[src/design/tls_map.vh]
`ifndef TLS_MAP_VH
`define TLS_MAP_VH
// ****************************************
// Register offsets
// ****************************************
`define TLS_OFF_Q3_SEL      8'hb7
`define TLS_OFF_Q2_SEL      8'hb8
`define TLS_OFF_Q1_SEL      8'hb9
`define TLS_OFF_Q0_SEL      8'hba
`define TLS_OFF_IRQ_EN      8'hbb
`define TLS_OFF_IRQ_STAT    8'hbc
`define TLS_OFF_PAUSE_EN    8'hbd
// ****************************************
// Fields and reset values
// ****************************************
`define TLS_SEL_BIT         7
`define TLS_SEL_RST         1'b1
`define TLS_Q3_WEIGHT       7'h08
`define TLS_Q2_WEIGHT       7'h04
`define TLS_Q1_WEIGHT       7'h02
`define TLS_Q0_WEIGHT       7'h01
`define TLS_LINK_P12_BIT    7
`define TLS_LINK_P3_BIT     2
`define TLS_LINK_P2_BIT     1
`define TLS_LINK_P1_BIT     0
`define TLS_LINK_IMPL_MASK  8'h87
`define TLS_REG_RST         8'h00
// ****************************************
// Timing
// ****************************************
`define TLS_PAUSE_LIMIT_MS  160
`define TLS_CLK_KHZ         40000
`endif

[src/design/tls_regs.v]
// Contract
// All selects zero plus global bit: strict priority
// Selects one: weighted 8:4:2:1 or 2:1
// Select bit resets 1; low bits fixed weights
// Enable register gates each status bit
// Host enables, clears, then waits interrupt
// Write one clears status; zero keeps
// Copper port 1 or 2 change sets bit7
// Port 3 link change sets bit2
// Port 2 link change sets bit1
// Port 1 change sets bit0; 6-3 zero
// Limit enable: 160 ms forced pause timeout
// Interrupt low while enabled status pending
// Enable, status, pause registers reset zero
`timescale 1ns/1ps
`include "tls_map.vh"

module tls_regs #(
    parameter integer PAUSE_LIMIT_CYCLES = `TLS_PAUSE_LIMIT_MS * `TLS_CLK_KHZ
) (
    input  wire       clk,
    input  wire       rst,
    input  wire       ce,
    input  wire [7:0] reg_addr,
    input  wire       reg_wr,
    input  wire       reg_rd,
    input  wire [7:0] reg_wdata,
    output reg  [7:0] reg_rdata,
    input  wire       global_prio_scheme,
    input  wire       two_queue_mode,
    input  wire       p1_link_change,
    input  wire       p2_link_change,
    input  wire       p3_link_change,
    input  wire       forced_pause_active,
    output reg  [1:0] sched_mode,
    output reg  [3:0] transmit_queue_weighting,
    output reg        pause_invalidate_req,
    output reg        irq_out_n
);

    // ****************************************
    // Register state
    // ****************************************
    reg  [3:0]  sel;
    reg  [7:0]  irq_enable;
    reg  [7:0]  link_change_flag;
    reg  [7:0]  pause_limit_enable;
    reg  [31:0] pause_count;

    // ****************************************
    // Next values
    // ****************************************
    reg  [3:0]  next_sel;
    reg  [7:0]  next_enable;
    reg  [7:0]  next_pause_en;
    reg  [7:0]  next_flag;
    reg  [7:0]  set_mask;
    reg  [7:0]  clr_mask;
    reg  [7:0]  next_rdata;
    reg  [1:0]  next_mode;
    reg  [31:0] next_count;
    reg         next_req;

    localparam [1:0]  MODE_STRICT = 2'h0;
    localparam [1:0]  MODE_W8421  = 2'h1;
    localparam [1:0]  MODE_W21    = 2'h2;
    localparam [1:0]  MODE_MIXED  = 2'h3;
    // Last count before the request; a short limit keeps simulation brief
    localparam [31:0] LIMIT_LAST  = PAUSE_LIMIT_CYCLES - 1;

    // ****************************************
    // Write decode
    // ****************************************
    wire        wr_q3;
    wire        wr_q2;
    wire        wr_q1;
    wire        wr_q0;
    wire        wr_enable;
    wire        wr_status;
    wire        wr_pause;

    assign wr_q3     = reg_wr && (reg_addr == `TLS_OFF_Q3_SEL);
    assign wr_q2     = reg_wr && (reg_addr == `TLS_OFF_Q2_SEL);
    assign wr_q1     = reg_wr && (reg_addr == `TLS_OFF_Q1_SEL);
    assign wr_q0     = reg_wr && (reg_addr == `TLS_OFF_Q0_SEL);
    assign wr_enable = reg_wr && (reg_addr == `TLS_OFF_IRQ_EN);
    assign wr_status = reg_wr && (reg_addr == `TLS_OFF_IRQ_STAT);
    assign wr_pause  = reg_wr && (reg_addr == `TLS_OFF_PAUSE_EN);

    // ****************************************
    // Select bits
    // ****************************************
    // Only bit 7 is stored; the low weights are constants and ignore writes
    always @* begin
        next_sel = sel;
        if (wr_q3) begin
            next_sel[3] = reg_wdata[`TLS_SEL_BIT];
        end
        if (wr_q2) begin
            next_sel[2] = reg_wdata[`TLS_SEL_BIT];
        end
        if (wr_q1) begin
            next_sel[1] = reg_wdata[`TLS_SEL_BIT];
        end
        if (wr_q0) begin
            next_sel[0] = reg_wdata[`TLS_SEL_BIT];
        end
    end

    // ****************************************
    // Scheduling mode
    // ****************************************
    // Mixed selects are no defined scheme; the scheduler decides how to treat them
    always @* begin
        if (sel == 4'h0 && !global_prio_scheme) begin
            next_mode = MODE_STRICT;
        end else if (sel == 4'hf) begin
            next_mode = two_queue_mode ? MODE_W21 : MODE_W8421;
        end else begin
            next_mode = MODE_MIXED;
        end
    end

    // ****************************************
    // Enables
    // ****************************************
    always @* begin
        next_enable   = wr_enable ? reg_wdata : irq_enable;
        next_pause_en = wr_pause ? reg_wdata : pause_limit_enable;
    end

    // ****************************************
    // Status update, set beats clear
    // ****************************************
    always @* begin
        set_mask                    = 8'h00;
        set_mask[`TLS_LINK_P12_BIT] = p1_link_change | p2_link_change;
        set_mask[`TLS_LINK_P3_BIT]  = p3_link_change;
        set_mask[`TLS_LINK_P2_BIT]  = p2_link_change;
        set_mask[`TLS_LINK_P1_BIT]  = p1_link_change;
        clr_mask                    = wr_status ? reg_wdata : 8'h00;
        // An event in the clearing cycle must never be lost
        next_flag = ((link_change_flag & ~clr_mask) | set_mask) & `TLS_LINK_IMPL_MASK;
    end

    // ****************************************
    // Pause limit
    // ****************************************
    // Any nonzero value enables the limit; the count restarts when pause lifts
    always @* begin
        next_count = pause_count;
        next_req   = pause_invalidate_req;
        if (pause_limit_enable == 8'h00 || !forced_pause_active) begin
            next_count = 32'h0000_0000;
            next_req   = 1'b0;
        end else if (pause_count >= LIMIT_LAST) begin
            next_req   = 1'b1;
        end else begin
            next_count = pause_count + 32'h0000_0001;
        end
    end

    // ****************************************
    // Read mux
    // ****************************************
    always @* begin
        case (reg_addr)
            `TLS_OFF_Q3_SEL:   next_rdata = {sel[3], `TLS_Q3_WEIGHT};
            `TLS_OFF_Q2_SEL:   next_rdata = {sel[2], `TLS_Q2_WEIGHT};
            `TLS_OFF_Q1_SEL:   next_rdata = {sel[1], `TLS_Q1_WEIGHT};
            `TLS_OFF_Q0_SEL:   next_rdata = {sel[0], `TLS_Q0_WEIGHT};
            `TLS_OFF_IRQ_EN:   next_rdata = irq_enable;
            `TLS_OFF_IRQ_STAT: next_rdata = link_change_flag;
            `TLS_OFF_PAUSE_EN: next_rdata = pause_limit_enable;
            default:           next_rdata = 8'h00;
        endcase
    end

    // ****************************************
    // Select registers and scheduler outputs
    // ****************************************
    always @(posedge clk or posedge rst) begin
        if (rst) begin
            sel                      <= {4{`TLS_SEL_RST}};
            sched_mode               <= MODE_W8421;
            transmit_queue_weighting <= 4'hf;
        end else if (ce) begin
            sel                      <= next_sel;
            sched_mode               <= next_mode;
            transmit_queue_weighting <= sel;
        end
    end

    // ****************************************
    // Interrupt registers
    // ****************************************
    always @(posedge clk or posedge rst) begin
        if (rst) begin
            irq_enable       <= `TLS_REG_RST;
            link_change_flag <= `TLS_REG_RST;
            irq_out_n        <= 1'b1;
        end else if (ce) begin
            irq_enable       <= next_enable;
            link_change_flag <= next_flag;
            // Uses the new mask and flags so a write acts on the pin at once
            irq_out_n        <= ~|(next_flag & next_enable);
        end
    end

    // ****************************************
    // Pause registers
    // ****************************************
    always @(posedge clk or posedge rst) begin
        if (rst) begin
            pause_limit_enable   <= `TLS_REG_RST;
            pause_count          <= 32'h0000_0000;
            pause_invalidate_req <= 1'b0;
        end else if (ce) begin
            pause_limit_enable   <= next_pause_en;
            pause_count          <= next_count;
            pause_invalidate_req <= next_req;
        end
    end

    // ****************************************
    // Read data
    // ****************************************
    // Held until the next read so a slow host can sample at leisure
    always @(posedge clk or posedge rst) begin
        if (rst) begin
            reg_rdata <= 8'h00;
        end else if (ce) begin
            if (reg_rd) begin
                reg_rdata <= next_rdata;
            end
        end
    end

endmodule

[config.mk]
export PLATFORM = sky130hd
export DESIGN_NAME = tls_regs
export DESIGN_NICKNAME = d
export VERILOG_FILES = /design/src/design/tls_regs.v
export VERILOG_INCLUDE_DIRS = /design/src /design/src/design
export SDC_FILE = /design/constraint.sdc
export NUM_CORES = 1
export LEC_CHECK = 0
export BUFFER_PORTS_ARGS = -buffer_cell sky130_fd_sc_hd__buf_2
export CORE_ASPECT_RATIO = 0.75
export CORE_MARGIN = 2
export CORE_UTILIZATION = 58
export CTS_BUF_LIST = sky130_fd_sc_hd__clkbuf_4 sky130_fd_sc_hd__clkbuf_8 sky130_fd_sc_hd__clkbuf_16
export DETAILED_ROUTE_END_ITERATION = 8
export GPL_TIMING_DRIVEN = 0
export HOLD_SLACK_MARGIN = 0.05
export PLACE_DENSITY = 0.86
export SLEW_MARGIN = 20
export SYNTH_ARGS = -nofsm -noshare
export SYNTH_HDL_FRONTEND = slang
export SYNTH_SLANG_ARGS = --single-unit
[constraint.sdc]
create_clock -name clk -period 2.54 [get_ports clk]
set_input_delay 0.508 -clock clk [delete_from_list [all_inputs] [get_ports clk]]
set_output_delay 0.508 -clock clk [all_outputs]
set_load 0.05 [all_outputs]
==> impl_metrics.csv <==
group,metric,value,unit
outcome,status,"finished clean",
worst_setup_path,start_kind,"flop",
synth,synth_flop_cell,"dfrtp_1",
sta,slew_viol_final,0,
sta,fmax,448,MHz
drt,wire_per_inst,17.6,microns
sta,fin_ws,306,ps
clock_network,cts_tree,"built",
synth,ys_types,53,
power,leakage,1.87,nW
power,clock_power_share,42.1,%
global_routing,grt_pass1_vias,2981,
power,p_per_area,571,nW/um^2
clock_network,clkTransAtPathRegs,80,ps
place,post_dp_cell_area,3970,sq um
floorplanning,die_area,6930,sq um
global_routing,use_met2,41.4,%
floorplanning,start_util,61.2,%
clock_network,root_buffer,"clkbuf_8",
power,pwr-share-comb,8.6,%
clock_network,h-tree-depth,3,
synth,syn-cell-area,3640,sq um
clock_network,cts_hold_buf,0,
worst_setup_path,r2r_slack,310,ps
sta,final-hold-violation-count,0,
global_routing,globalRoute.totalOverflow,0,
drt,via_count,3076,
clock_network,clk_latency,360,ps
cells_and_area,fin_cells,492,
power,report.power.total,0.00239,W
power,p_int,0.00178,W
cells_and_area,syn2layout_area_growth,15.1,%
place,port_buffers,40,
power,pwr-share-seq,49.3,%
clock_network,cts_buffers,9,
drt,finalWirelength,8640,microns
sta,period_share,87.9,%
worst_setup_path,arrival,2470,ps
clock_network,post_cts_buffers,0,
synth,yosys_warnings,0,
global_routing,grt_max_degree,52,
floorplanning,core,5950,sq um
clock_network,cts_max_path_buffers,2,
sta,setup_viol,0,
drt,drt_first_pass_iters,4,
sta,min_period,2230,ps
global_routing,use_met3,6.92,%
worst_setup_path,crit_fanout,10,
synth,synthArstFlopShare,100,%
sta,slew_headroom,51.4,%
synth,syn_inst,357,
synth,syn_nets,385,
floorplanning,chipWidth,95.5,microns
sta,skew,7.83,ps
worst_setup_path,cp.required,2780,ps
sta,tightestPinTransition,723,ps
cells_and_area,num_antenna_cells,0,
global_routing,grt_most_used_layer,"met2",
synth,synth_seq_cells,72,
worst_setup_path,end_kind,"flop",
cells_and_area,design_area,4190,sq um
place,gp_routability_congestion,0.895,
synth,avgSynthCellArea,10.2,sq um
floorplanning,die_h,72.6,microns
synth,synth_edf_count,0,
place,post-dp-hpwl,6220,microns
power,switching_share,25.4,%
min_path,hold_class,"in2async",
sta,rsz0062_at_grt,"false",
place,pre_cts_ws,155,ps
global_routing,grt_antenna_before_repair,0,
floorplanning,rows,24,
drt,drt-vias-per-instance,6.25,
global_routing,grt_first_pass_wirelength,14500,microns
synth,ys_seq_area_share,49.8,%
drt,drtIter0Drc,362,
worst_setup_path,critPathKind,"reg2reg",
power,ir_drop,394,uV
job,cap_violations,0,
cells_and_area,nNetsFinal,437,
global_routing,grt_use_met1,40.9,%
floorplanning,ios,43,
clock_network,cts_resized,0,
place,dp_cells,476,
power,switchingPower,0.000608,W
cells_and_area,drive_above_1_share,26.6,%
drt,drc,0,
drt,ant_nets,0,
clock_network,cts_sinks,72,
cells_and_area,fin_util,70.4,%
global_routing,grtUsageTotal,27.9,%
## registers in the layout, summed over array words and instances, names as in the netlist
signal                    count
sched_mode                    2
pause_limit_enable            8
transmit_queue_weighting      4
reg_rdata                     8
irq_out_n                     1
link_change_flag              4
irq_enable                    8
pause_invalidate_req          1
pause_count                  32
sel                           4
## per-layer routing
layer,wire length [microns],vias to the layer above,share of wire (%)
met5,0,-,0
met4,118,0,1.4
met3,650,14,7.5
met2,3890,136,45
met1,3980,1499,46
li1,-,1427,-
## power groups by stage
stage | clock (W) | sequential [W] | combinational [W]
global route | 0.00107 | 0.00118 | 0.000224
floorplan | 0 | 0.00122 | 0.000104
detailed placement | 0 | 0.00120 | 0.000203
finish | 0.00101 | 0.00118 | 0.000205
global placement | 0 | 0.00120 | 0.000191
CTS | 0.00102 | 0.00118 | 0.000204
## cell usage in the layout, fill, tap and decap left out, types with 2 or more instances in the layout
cell type | synthesis | final
dfrtp_1 | 62 | 62
buf_2 | 3 | 43
nand2_1 | 34 | 34
mux2_2 | 26 | 26
a21oi_1 | 24 | 24
o21ai_0 | 20 | 20
nor2_1 | 18 | 18
inv_1 | 16 | 15
nand3_1 | 14 | 14
or3_1 | 13 | 13
and2_1 | 12 | 12
or4_1 | 10 | 10
dfstp_2 | 10 | 10
clkbuf_8 | 0 | 9
nand4_1 | 7 | 7
o31ai_1 | 7 | 7
and3_1 | 6 | 6
clkbuf_1 | 5 | 5
nor3_1 | 5 | 5
a22oi_1 | 5 | 5
o211ai_1 | 4 | 4
nor2b_1 | 4 | 4
a22o_1 | 4 | 4
a311oi_1 | 4 | 4
mux2i_1 | 4 | 4
o22ai_1 | 3 | 3
and4_1 | 3 | 3
nor3b_1 | 3 | 3
clkinvlp_4 | 0 | 3
clkbuf_2 | 2 | 2
buf_1 | 2 | 2
nor4_1 | 2 | 2
buf_4 | 2 | 2
and4b_1 | 2 | 2
bufinv_16 | 0 | 2
## cell families after synthesis
family	after synthesis	synth area share, %
adder cells (fa/ha/maj)	1	0.344
multiplexers	30	9.14
AND/OR/NAND/NOR	139	21.1
AO/OA/AOI/OAI	82	15.1
buffers and inverters	32	4.19
flip-flops	72	49.8
XOR/XNOR	1	0.241
## synth_stat cells (3+ instances only)
cell type  number  share of area (%)
or3_1          13                2.2
nand2_1        34                3.5
and2_1         12                2.1
or4_1          10                2.1
a22oi_1         5                1.0
nor3b_1         3               0.62
nand4_1         7                1.2
a22o_1          4               0.96
mux2i_1         4                1.1
a21oi_1        24                3.3
nor3_1          5               0.69
o31ai_1         7                1.4
and3_1          6                1.0
mux2_2         26                8.0
dfrtp_1        62                 43
o22ai_1         3               0.52
nor2_1         18                1.9
o21ai_0        20                2.8
inv_1          16                1.7
buf_2           3               0.41
o211ai_1        4               0.83
and4_1          3               0.72
a311oi_1        4               0.96
nand3_1        14                1.9
nor2b_1         4               0.69
dfstp_2        10                7.2
clkbuf_1        5               0.52
## cell type report
| cell class | count | area, sq um |
|---|---|---|
| Clock buffer | 9 | 124 |
| Timing Repair Buffer | 41 | 228 |
| Sequential cell | 72 | 1810 |
| Tap cell | 78 | 97.6 |
| Buffer | 16 | 92.6 |
| Clock inverter | 7 | 96.3 |
| Inverter | 16 | 62.6 |
| Multi-Input combinational cell | 253 | 1670 |
| Fill cell | 440 | 1760 |
## final timing paths
kind | start | to | depth (start not counted)
setup / recovery | pause_limit_enable[0]$_DFFE_PP0P_ | pause_count[22]$_DFFE_PP0P_ | 6
min in group clk | reg_wdata[4] | pause_limit_enable[4]$_DFFE_PP0P_ | 2
setup reg to reg | pause_limit_enable[0]$_DFFE_PP0P_ | pause_count[22]$_DFFE_PP0P_ | 6
hold reg to reg | reg_rdata[1]$_DFFE_PP0P_ | reg_rdata[1]$_DFFE_PP0P_ | 2
max in group asynchronous | rst | transmit_queue_weighting[3]$_DFFE_PP1P_ | 3
hold / removal | rst | irq_enable[0]$_DFFE_PP0P_ | 2
## critical path, stage by stage (launching register included)
cell     delay, ps
dfrtp_1        410
or4_1          530
o21ai_1        370
and2_1         260
buf_4          210
buf_2          250
nor2_1          80
## through the flow
stage	setup TNS [ps]	hold WS [ps]
floorplan	0	454
global placement	-36210	462
detailed placement	0	467
CTS	0	99.8
global route	0	108
finish	0	98.4
No activity file was read; power rests on OpenSTA's default activity.
